## src/inc/usp_pkg.sv

```systemverilog
`default_nettype none
package usp_pkg;

  // ****************************************************************
  // Register offsets
  // ****************************************************************
  localparam logic [7:0] USP_OFS_STATUS  = 8'hc0;
  localparam logic [7:0] USP_OFS_CTRL_B  = 8'hc1;
  localparam logic [7:0] USP_OFS_CTRL_C  = 8'hc2;
  localparam logic [7:0] USP_OFS_BAUD_LO = 8'hc4;
  localparam logic [7:0] USP_OFS_BAUD_HI = 8'hc5;
  localparam logic [7:0] USP_OFS_DATA    = 8'hc6;
  localparam logic [7:0] USP_OFS_EVENT   = 8'hc7;
  localparam logic [7:0] USP_OFS_MASK    = 8'hc8;

  // ****************************************************************
  // Reset values
  // ****************************************************************
  localparam logic [7:0]  USP_RST_CTRL_B = 8'h00;
  localparam logic [7:0]  USP_RST_CTRL_C = 8'h06;
  localparam logic [11:0] USP_RST_BAUD   = 12'h000;
  localparam logic [2:0]  USP_RST_EVENT  = 3'h0;
  localparam logic [2:0]  USP_RST_MASK   = 3'h0;

  // ****************************************************************
  // Field positions
  // ****************************************************************
  localparam int USP_B_RXEN    = 4;
  localparam int USP_B_TXEN    = 3;
  localparam int USP_ST_RXC    = 7;
  localparam int USP_ST_TXC    = 6;
  localparam int USP_ST_UDRE   = 5;
  localparam int USP_EV_RXC    = 2;
  localparam int USP_EV_TXC    = 1;
  localparam int USP_EV_UDRE   = 0;
  localparam int USP_BAUD_HI_W = 4;

  localparam logic [1:0] USP_MODE_SPI   = 2'h3;
  localparam logic [3:0] USP_LAST_EDGE  = 4'hf;
  localparam logic [3:0] USP_FIRST_EDGE = 4'h0;

  // ****************************************************************
  // Types
  // ****************************************************************
  typedef struct packed {
    logic [1:0] mode;
    logic [1:0] parity;
    logic       stop;
    logic       lsb_first;
    logic       cpha;
    logic       cpol;
  } usp_ctrl_c_s;

  typedef struct packed {
    logic lsb_first;
    logic cpha;
    logic cpol;
  } usp_frame_s;

endpackage
`default_nettype wire

```

## src/verilog/usp_pin_sync.sv

```systemverilog
`timescale 1ns/10ps
`default_nettype none
module usp_pin_sync
  import usp_pkg::*;
(
  input  wire logic i_clock,
  input  wire logic i_rst,
  input  wire logic i_async,
  output var  logic o_level
);

  logic s1;
  logic s2;
  logic s3;

  // ****************************************************************
  // Three stages; level moves only when the last two agree
  // ****************************************************************
  always_ff @(posedge i_clock) begin
    if (i_rst) begin
      s1 <= 1'b1;
      s2 <= 1'b1;
      s3 <= 1'b1;
    end else begin
      s1 <= i_async;
      s2 <= s1;
      s3 <= s2;
    end
  end

  always_ff @(posedge i_clock) begin
    if (i_rst) begin
      o_level <= 1'b1;
    end else if (s2 == s3) begin
      o_level <= s3;
    end
  end

endmodule
`default_nettype wire

```

## src/verilog/usp_baud_gen.sv

```systemverilog
`timescale 1ns/10ps
`default_nettype none
module usp_baud_gen
  import usp_pkg::*;
#(
  parameter int W = 12
) (
  input  wire logic         i_clock,
  input  wire logic         i_rst,
  input  wire logic         i_run,
  input  wire logic         i_reload,
  input  wire logic [W-1:0] i_divisor,
  output var  logic         o_tick
);

  logic [W-1:0] count;

  if (W < 2 || W > 16) begin : g_bad_width
    $error("usp_baud_gen: width out of range");
  end

  // ****************************************************************
  // One tick per half serial clock, every divisor+1 cycles
  // ****************************************************************
  always_ff @(posedge i_clock) begin
    if (i_rst) begin
      count  <= '0;
      o_tick <= 1'b0;
    end else if (i_reload || !i_run) begin
      // Held at the divisor so a frame always starts with a full half
      count  <= i_divisor;
      o_tick <= 1'b0;
    end else if (count == '0) begin
      count  <= i_divisor;
      o_tick <= 1'b1;
    end else begin
      count  <= count - 1'b1;
      o_tick <= 1'b0;
    end
  end

endmodule
`default_nettype wire

```

## src/verilog/usp_spi_master.sv

```systemverilog
// Our own choice: the strobed register port.
`timescale 1ns/10ps
`default_nettype none
module usp_spi_master
  import usp_pkg::*;
#(
  parameter int DIV_W = 12
) (
  input  wire logic       i_clock,
  input  wire logic       i_rst,
  input  wire logic [7:0] i_addr,
  input  wire logic [7:0] i_wdata,
  input  wire logic       i_wr,
  input  wire logic       i_rd,
  output var  logic [7:0] o_rdata,
  output var  logic       o_irq,
  input  wire logic       i_miso,
  output var  logic       o_sclk,
  output var  logic       o_sclk_oe,
  output var  logic       o_mosi,
  output var  logic       o_mosi_oe
);

  typedef enum logic {ST_IDLE, ST_SHIFT} usp_state_e;

  // ****************************************************************
  // Declarations
  // ****************************************************************
  usp_state_e       state;
  usp_ctrl_c_s      ctrl_c;
  usp_frame_s       frame;
  logic [7:0]       ctrl_b;
  logic [DIV_W-1:0] divider;
  logic [2:0]       events;
  logic [2:0]       mask;
  logic [7:0]       tx_buf;
  logic             tx_buf_valid;
  logic [7:0]       tx_shift;
  logic [7:0]       rx_shift;
  logic [7:0]       rx_buf;
  logic             rx_buf_valid;
  logic [3:0]       edge_cnt;
  logic             tick;
  logic             miso_level;
  logic             spi_mode;
  logic             tx_en;
  logic             rx_en;
  logic             wr_data;
  logic             rd_data;
  logic             leading;
  logic             sample_edge;
  logic             setup_edge;
  logic             frame_done;
  logic             load;
  logic [7:0]       next_rx;
  logic [7:0]       next_tx;
  logic [2:0]       ev_set;
  logic [2:0]       ev_clr;

  if (DIV_W != 12) begin : g_bad_div
    $error("usp_spi_master: divider must be 12 bits wide");
  end

  // Picks the wire bit for the chosen bit order
  function automatic logic usp_pick(input logic [7:0] d, input logic lsb_first);
    usp_pick = lsb_first ? d[0] : d[7];
  endfunction

  // Moves the shifter one place toward the wire end
  function automatic logic [7:0] usp_step(input logic [7:0] d, input logic lsb_first,
                                          input logic in_bit);
    usp_step = lsb_first ? {in_bit, d[7:1]} : {d[6:0], in_bit};
  endfunction

  // ****************************************************************
  // Submodules
  // ****************************************************************
  usp_pin_sync u_miso_sync (
    .i_clock (i_clock),
    .i_rst   (i_rst),
    .i_async (i_miso),
    .o_level (miso_level)
  );

  usp_baud_gen #(
    .W (DIV_W)
  ) u_baud (
    .i_clock   (i_clock),
    .i_rst     (i_rst),
    .i_run     (state == ST_SHIFT),
    .i_reload  (i_wr && i_addr == USP_OFS_BAUD_LO),
    .i_divisor (divider),
    .o_tick    (tick)
  );

  // ****************************************************************
  // Decode and transfer control
  // ****************************************************************
  always_comb begin
    spi_mode    = ctrl_c.mode == USP_MODE_SPI;
    tx_en       = spi_mode && ctrl_b[USP_B_TXEN];
    rx_en       = tx_en && ctrl_b[USP_B_RXEN];
    wr_data     = i_wr && i_addr == USP_OFS_DATA;
    rd_data     = i_rd && i_addr == USP_OFS_DATA;
    leading     = !edge_cnt[0];
    sample_edge = tick && (frame.cpha ? !leading : leading);
    setup_edge  = tick && (frame.cpha ? leading : !leading);
    frame_done  = state == ST_SHIFT && tick && edge_cnt == USP_LAST_EDGE;
    // Pending byte goes out even after the enable drops
    load        = tx_buf_valid && (state == ST_IDLE || frame_done);
    next_rx     = sample_edge ? usp_step(rx_shift, frame.lsb_first, miso_level) : rx_shift;
    next_tx     = usp_step(tx_shift, frame.lsb_first, 1'b1);
  end

  always_ff @(posedge i_clock) begin
    if (i_rst) begin
      state <= ST_IDLE;
    end else begin
      case (state)
        ST_IDLE: begin
          if (load) begin
            state <= ST_SHIFT;
          end
        end
        ST_SHIFT: begin
          if (frame_done && !load) begin
            state <= ST_IDLE;
          end
        end
        default: begin
          state <= ST_IDLE;
        end
      endcase
    end
  end

  // Settings are taken per frame so a late write cannot split a byte
  always_ff @(posedge i_clock) begin
    if (i_rst) begin
      frame <= '0;
    end else if (load) begin
      frame <= {ctrl_c.lsb_first, ctrl_c.cpha, ctrl_c.cpol};
    end
  end

  always_ff @(posedge i_clock) begin
    if (i_rst) begin
      edge_cnt <= USP_FIRST_EDGE;
    end else if (load) begin
      edge_cnt <= USP_FIRST_EDGE;
    end else if (state == ST_SHIFT && tick) begin
      edge_cnt <= edge_cnt + 1'b1;
    end
  end

  // ****************************************************************
  // Shifters and serial pins
  // ****************************************************************
  always_ff @(posedge i_clock) begin
    if (i_rst) begin
      tx_shift <= 8'hff;
      o_mosi   <= 1'b1;
    end else if (load) begin
      tx_shift <= tx_buf;
      // Phase one keeps the last bit past its closing sample edge
      o_mosi   <= ctrl_c.cpha ? o_mosi : usp_pick(tx_buf, ctrl_c.lsb_first);
    end else if (setup_edge && edge_cnt == USP_FIRST_EDGE) begin
      o_mosi   <= usp_pick(tx_shift, frame.lsb_first);
    end else if (setup_edge) begin
      tx_shift <= next_tx;
      o_mosi   <= usp_pick(next_tx, frame.lsb_first);
    end else if (state == ST_IDLE) begin
      o_mosi   <= 1'b1;
    end
  end

  always_ff @(posedge i_clock) begin
    if (i_rst) begin
      rx_shift <= 8'h00;
    end else begin
      rx_shift <= next_rx;
    end
  end

  always_ff @(posedge i_clock) begin
    if (i_rst) begin
      o_sclk <= 1'b0;
    end else if (state == ST_SHIFT && tick) begin
      o_sclk <= !o_sclk;
    end else if (state == ST_IDLE) begin
      o_sclk <= ctrl_c.cpol;
    end
  end

  // Pins stay taken while anything is still queued
  always_ff @(posedge i_clock) begin
    if (i_rst) begin
      o_mosi_oe <= 1'b0;
      o_sclk_oe <= 1'b0;
    end else begin
      o_mosi_oe <= tx_en || state == ST_SHIFT || tx_buf_valid;
      o_sclk_oe <= tx_en || state == ST_SHIFT || tx_buf_valid;
    end
  end

  // ****************************************************************
  // Buffers
  // ****************************************************************
  always_ff @(posedge i_clock) begin
    if (i_rst) begin
      tx_buf       <= 8'h00;
      tx_buf_valid <= 1'b0;
    end else if (wr_data && tx_en && !tx_buf_valid) begin
      tx_buf       <= i_wdata;
      tx_buf_valid <= 1'b1;
    end else if (load) begin
      tx_buf_valid <= 1'b0;
    end
  end

  // Full buffer keeps the old byte; the newest one is lost
  always_ff @(posedge i_clock) begin
    if (i_rst) begin
      rx_buf       <= 8'h00;
      rx_buf_valid <= 1'b0;
    end else if (!rx_en) begin
      rx_buf_valid <= 1'b0;
    end else if (frame_done && !rx_buf_valid) begin
      rx_buf       <= next_rx;
      rx_buf_valid <= 1'b1;
    end else if (rd_data) begin
      rx_buf_valid <= 1'b0;
    end
  end

  // ****************************************************************
  // Registers
  // ****************************************************************
  always_ff @(posedge i_clock) begin
    if (i_rst) begin
      ctrl_b <= USP_RST_CTRL_B;
      ctrl_c <= USP_RST_CTRL_C;
      mask   <= USP_RST_MASK;
    end else if (i_wr) begin
      case (i_addr)
        USP_OFS_CTRL_B: ctrl_b <= i_wdata;
        USP_OFS_CTRL_C: ctrl_c <= i_wdata;
        USP_OFS_MASK:   mask   <= i_wdata[2:0];
        default:        ctrl_b <= ctrl_b;
      endcase
    end
  end

  always_ff @(posedge i_clock) begin
    if (i_rst) begin
      divider <= USP_RST_BAUD;
    end else if (i_wr && i_addr == USP_OFS_BAUD_LO) begin
      divider[7:0] <= i_wdata;
    end else if (i_wr && i_addr == USP_OFS_BAUD_HI) begin
      divider[DIV_W-1:8] <= i_wdata[USP_BAUD_HI_W-1:0];
    end
  end

  // ****************************************************************
  // Events and interrupt
  // ****************************************************************
  always_comb begin
    ev_set              = '0;
    ev_set[USP_EV_RXC]  = frame_done && rx_en && !rx_buf_valid;
    ev_set[USP_EV_TXC]  = frame_done && !tx_buf_valid;
    ev_set[USP_EV_UDRE] = load;
    ev_clr              = '0;
    if (i_wr && i_addr == USP_OFS_EVENT) begin
      ev_clr = i_wdata[2:0];
    end else if (i_wr && i_addr == USP_OFS_STATUS) begin
      ev_clr[USP_EV_TXC] = i_wdata[USP_ST_TXC];
    end
  end

  // A new event beats a clear in the same cycle
  always_ff @(posedge i_clock) begin
    if (i_rst) begin
      events <= USP_RST_EVENT;
    end else begin
      events <= (events & ~ev_clr) | ev_set;
    end
  end

  // Global enable lives in the core; this is only the block's request
  always_ff @(posedge i_clock) begin
    if (i_rst) begin
      o_irq <= 1'b0;
    end else begin
      o_irq <= |(((events & ~ev_clr) | ev_set) & mask);
    end
  end

  // ****************************************************************
  // Read port
  // ****************************************************************
  always_ff @(posedge i_clock) begin
    if (i_rst) begin
      o_rdata <= 8'h00;
    end else if (i_rd) begin
      case (i_addr)
        USP_OFS_STATUS:  o_rdata <= {rx_buf_valid, events[USP_EV_TXC], !tx_buf_valid,
                                     5'h00};
        USP_OFS_CTRL_B:  o_rdata <= ctrl_b;
        USP_OFS_CTRL_C:  o_rdata <= ctrl_c;
        USP_OFS_BAUD_LO: o_rdata <= divider[7:0];
        USP_OFS_BAUD_HI: o_rdata <= {4'h0, divider[DIV_W-1:8]};
        USP_OFS_DATA:    o_rdata <= rx_buf;
        USP_OFS_EVENT:   o_rdata <= {5'h00, events};
        USP_OFS_MASK:    o_rdata <= {5'h00, mask};
        default:         o_rdata <= 8'h00;
      endcase
    end else begin
      o_rdata <= 8'h00;
    end
  end

endmodule
`default_nettype wire

```

## config.mk

```make
export PLATFORM = sky130hd
export DESIGN_NAME = usp_spi_master
export DESIGN_NICKNAME = d
export VERILOG_FILES = /design/src/inc/usp_pkg.sv /design/src/verilog/usp_pin_sync.sv /design/src/verilog/usp_baud_gen.sv /design/src/verilog/usp_spi_master.sv
export SDC_FILE = /design/constraint.sdc
export NUM_CORES = 1
export LEC_CHECK = 0
export ABC_AREA = 1
export BUFFER_PORTS_ARGS = -buffer_cell sky130_fd_sc_hd__buf_2
export CAP_MARGIN = 20
export CELL_PAD_IN_SITES_DETAIL_PLACEMENT = 1
export CELL_PAD_IN_SITES_GLOBAL_PLACEMENT = 2
export CORE_ASPECT_RATIO = 0.75
export CORE_MARGIN = 2
export CORE_UTILIZATION = 31
export CTS_CLUSTER_DIAMETER = 60
export DETAILED_ROUTE_END_ITERATION = 8
export PLACE_DENSITY = 0.83
export SLEW_MARGIN = 20
export SYNTH_ARGS = -nofsm -noshare
export SYNTH_HDL_FRONTEND = slang
export SYNTH_SLANG_ARGS = --single-unit
```

## constraint.sdc

```tcl
create_clock -name i_clock -period 1.48 [get_ports i_clock]
set_input_delay 0.074 -clock i_clock [delete_from_list [all_inputs] [get_ports i_clock]]
set_output_delay 0.074 -clock i_clock [all_outputs]
set_load 0.1 [all_outputs]
```

==> out/qor.yml <==
placed_design:
  hpwl_mm: 12.2
  placed_cells: 965
  place_congestion: 0.833
  place_area_mm2: 0.00568
  io_buffers: 33
finish:
  final_cell_area_mm2: 0.00645
  fin_cells: 994
  regArea_mm2: 0.00209
  layout.nets: 809
  area_delta_synth_final_pct: 33.7
  multiInputGateArea_mm2: 0.00266
  fill_cells: 1925
  antennaDiodeCount: 0
  layout-drive-gt1-share_pct: 28.6
logic_synthesis:
  yosys-top-cells-area: "dfxtp_1 (43%), nand2_1 (13%), o21ai_0 (7.6%)"
  yosys.cell_types.count: 39
  muxShareOfSynthArea_pct: 0.831
  synth_xor_area_share_pct: 1.82
  avgSynthCellArea_um2: 7.06
  ys_ff_latch: 104
  syn_inst: 683
  synthSimpleGateAreaFrac_pct: 28.8
  synth_top_family_by_area: "simple AND/OR/NAND/NOR gates"
  synth_compound_area_share_pct: 15.8
  synthTopCellsByCount: "nand2_1 (163), dfxtp_1 (104), nor2_1 (75)"
  ys_warn_count: 0
  synth-main-ff-cell: "dfxtp_1"
  synth-edff-count: 0
  synth-seq-area-share_pct: 43.2
  ys_async_sr_fraction_pct: 0
  synthMostInstantiatedCell: "nand2_1"
  synth_area_mm2: 0.00482
  yosysTopAreaCell: "dfxtp_1"
  synthAdderAreaFrac_pct: 1.04
  synth_top_cell_area_share_pct: 43.2
  synth_nets: 708
setup_path:
  rrSetupSlack_ns: -0.03
  worstPathArrival_ns: 1.80
  cp.required_ns: 1.77
  end_kind: "flip-flop"
  crit_type: "flip-flop to flip-flop"
  start_kind: "flip-flop"
  cp_max_fo: 8
sta:
  slew_headroom_pct: 67.6
  drv_slew: 0
  fin_crit_ns: 1.51
  grt_setup_unrepaired: "yes"
  final.setup_skew_ns: 0.0127
  hold_viol_final: 0
  hold_ws_ns: 0.0330
  setup_viol: 10
  fmax_mhz: 663
  fin_ws_ns: -0.0291
  worst_slew_pin_slew_ns: 0.489
  tns_ns: -0.125
  period_share_pct: 102
cts:
  clk_pin_slew_worst_paths_ns: 0.08
  numCtsBuffers: 9
  cts_tree: "built"
  worst_skew_pair.late_latency_ns: 0.36
  cts_root_buffer: "clkbuf_16"
  htree_levels: 3
  clkSinkCount: 104
  clk_path_buf_depth: 2
power_and_ir_drop:
  power.density_mw_per_mm2: 836
  sequentialPowerShare_pct: 52.0
  swShare_pct: 24.3
  p_leak_nw: 2.85
  combPwrFrac_pct: 4.6
  clkPwrFrac_pct: 43.4
  switching_power_mw: 1.31
  power_mw: 5.39
  internal_power_mw: 4.08
  vdd_drop_max_uv: 630
floorplan:
  core_area_mm2: 0.0152
  dieArea_mm2: 0.0166
  die_w_um: 148
  placementRows: 39
  die_y_um: 112
  start_util_pct: 31.7
  io_pins: 34
detailed_routing:
  first_pass_iters: 5
  wl_per_cell_um: 17.2
  ant_nets: 0
  num_vias: 4989
  drc_errors: 0
  drt_iter0_drc: 314
  via_per_inst: 5.02
  drt-total-wl_mm: 17.1
flow_run:
  drv_cap: 0
min_path:
  hold_path.class: "input pin to flip-flop"
grt:
  grtUsageTotal_pct: 19.9
  grt_overflow: 0
  grt_antenna_before_repair: 0
  gr-usage-met1_pct: 27.7
  grt.met2_usage_pct: 31.3
  grt_max_degree: 28
  grt_pass1_wl_mm: 25.9
  top_usage_layer: "met2"
  gr-usage-met3_pct: 3.73
  grt_pass1_vias: 5039
run_status:
  violations: "negative setup slack"
  status: "complete, but fails checks"
[layer usage]
layer / part of all wire, % / vias to the layer above
li1: - / 2424
met1: 49 / 2434
met2: 45 / 106
met3: 3.9 / 25
met4: 1.8 / 0
met5: 0 / -
[logic make-up (layout without fill, tap and decap cells)]
| group | after synthesis | after routing |
|---|---|---|
| mux | 4 | 4 |
| simple gates | 313 | 316 |
| fa+ha+maj | 4 | 4 |
| xor+xnor | 10 | 10 |
| buf+inv | 101 | 204 |
| flops | 104 | 104 |
| compound gates | 147 | 147 |
[sequential cells by signal, summed over array words and instances, names as in the netlist, 2 cells and up]
name / count
events: 3
tx_buf: 8
ctrl_b: 8
tx_shift: 8
mask: 3
edge_cnt: 4
o_rdata: 8
frame: 2
u_baud.count: 12
rx_shift: 8
divider: 12
ctrl_c: 8
rx_buf: 8
[repair_timing]
action / in CTS / in global routing
setup buffers: 4 / 3
gates cloned: 0 / 5
pin swaps: 5 / 21
gates resized for setup: 16 / 108
hold buffers: 2 / 0
hold endpoints to repair: 2 / 0
setup endpoints to repair: 38 / 47
[area by class of cell]
cell class / count / share of cell area, %
clock inverters: 6 / 0.660
clock buffers: 10 / 3.71
multi-input cells: 481 / 41.2
well taps: 205 / 3.98
inverters: 75 / 4.37
repair buffers: 113 / 13.5
flip-flops and latches: 104 / 32.5
[final timing paths]
kind                  startpoint             end  cells after the start
setup / recovery   u_baud.o_tick       rx_buf[4]                      9
hold / removal        i_wdata[5]       ctrl_b[5]                      3
setup reg to reg   u_baud.o_tick       rx_buf[4]                      9
hold reg to reg   u_miso_sync.s1  u_miso_sync.s2                      1
[through the flow]
step,util (%),setup slack [ns]
2_1_floorplan,-,0.0498
3_3_place_gp,37.3,-0.0600
3_5_place_dp,37.3,-0.156
4_1_cts,39.8,-0.00817
5_1_grt,42.3,-0.0772
6_report,42.3,-0.0291
[worst max-delay path, cell delays in order, from the launching register on]
cell and delay [ns]:
dfxtp_2 0.35, nand2_2 0.06, inv_2 0.10, buf_6 0.11, nand4_4 0.12, buf_6 0.16, nor3_4 0.18, buf_6 0.17
o21ai_1 0.07, a21oi_1 0.11
[cells in the final DEF, fill, tap and decap left out, types with 3 or more instances in the layout]
cell,instances
a21oi_1,49
a21oi_2,5
buf_12,3
buf_2,33
buf_4,65
buf_6,8
clkbuf_16,11
dfxtp_1,96
dfxtp_2,7
inv_1,65
inv_2,10
mux2i_1,4
nand2_1,145
nand2_2,16
nand2_4,6
nand3_1,35
nand3_2,3
nand4_1,10
nand4_4,3
nor2_1,65
nor2_2,9
nor2_4,4
nor3_1,6
o211ai_1,6
o21ai_0,48
o21ai_1,14
o21ai_2,19
or2_2,3
xnor2_1,3
xor2_1,7
[power groups by stage]
stage | Sequential, mW | Clock (mW) | Combinational, mW
4_1_cts | 2.80 | 2.38 | 0.240
6_report | 2.80 | 2.34 | 0.247
3_5_place_dp | 2.87 | 0 | 0.234
3_3_place_gp | 2.87 | 0 | 0.226
5_1_grt | 2.80 | 2.49 | 0.266
2_1_floorplan | 2.87 | 0 | 0.0993
Note: power is estimated with default switching activity, not from simulation.
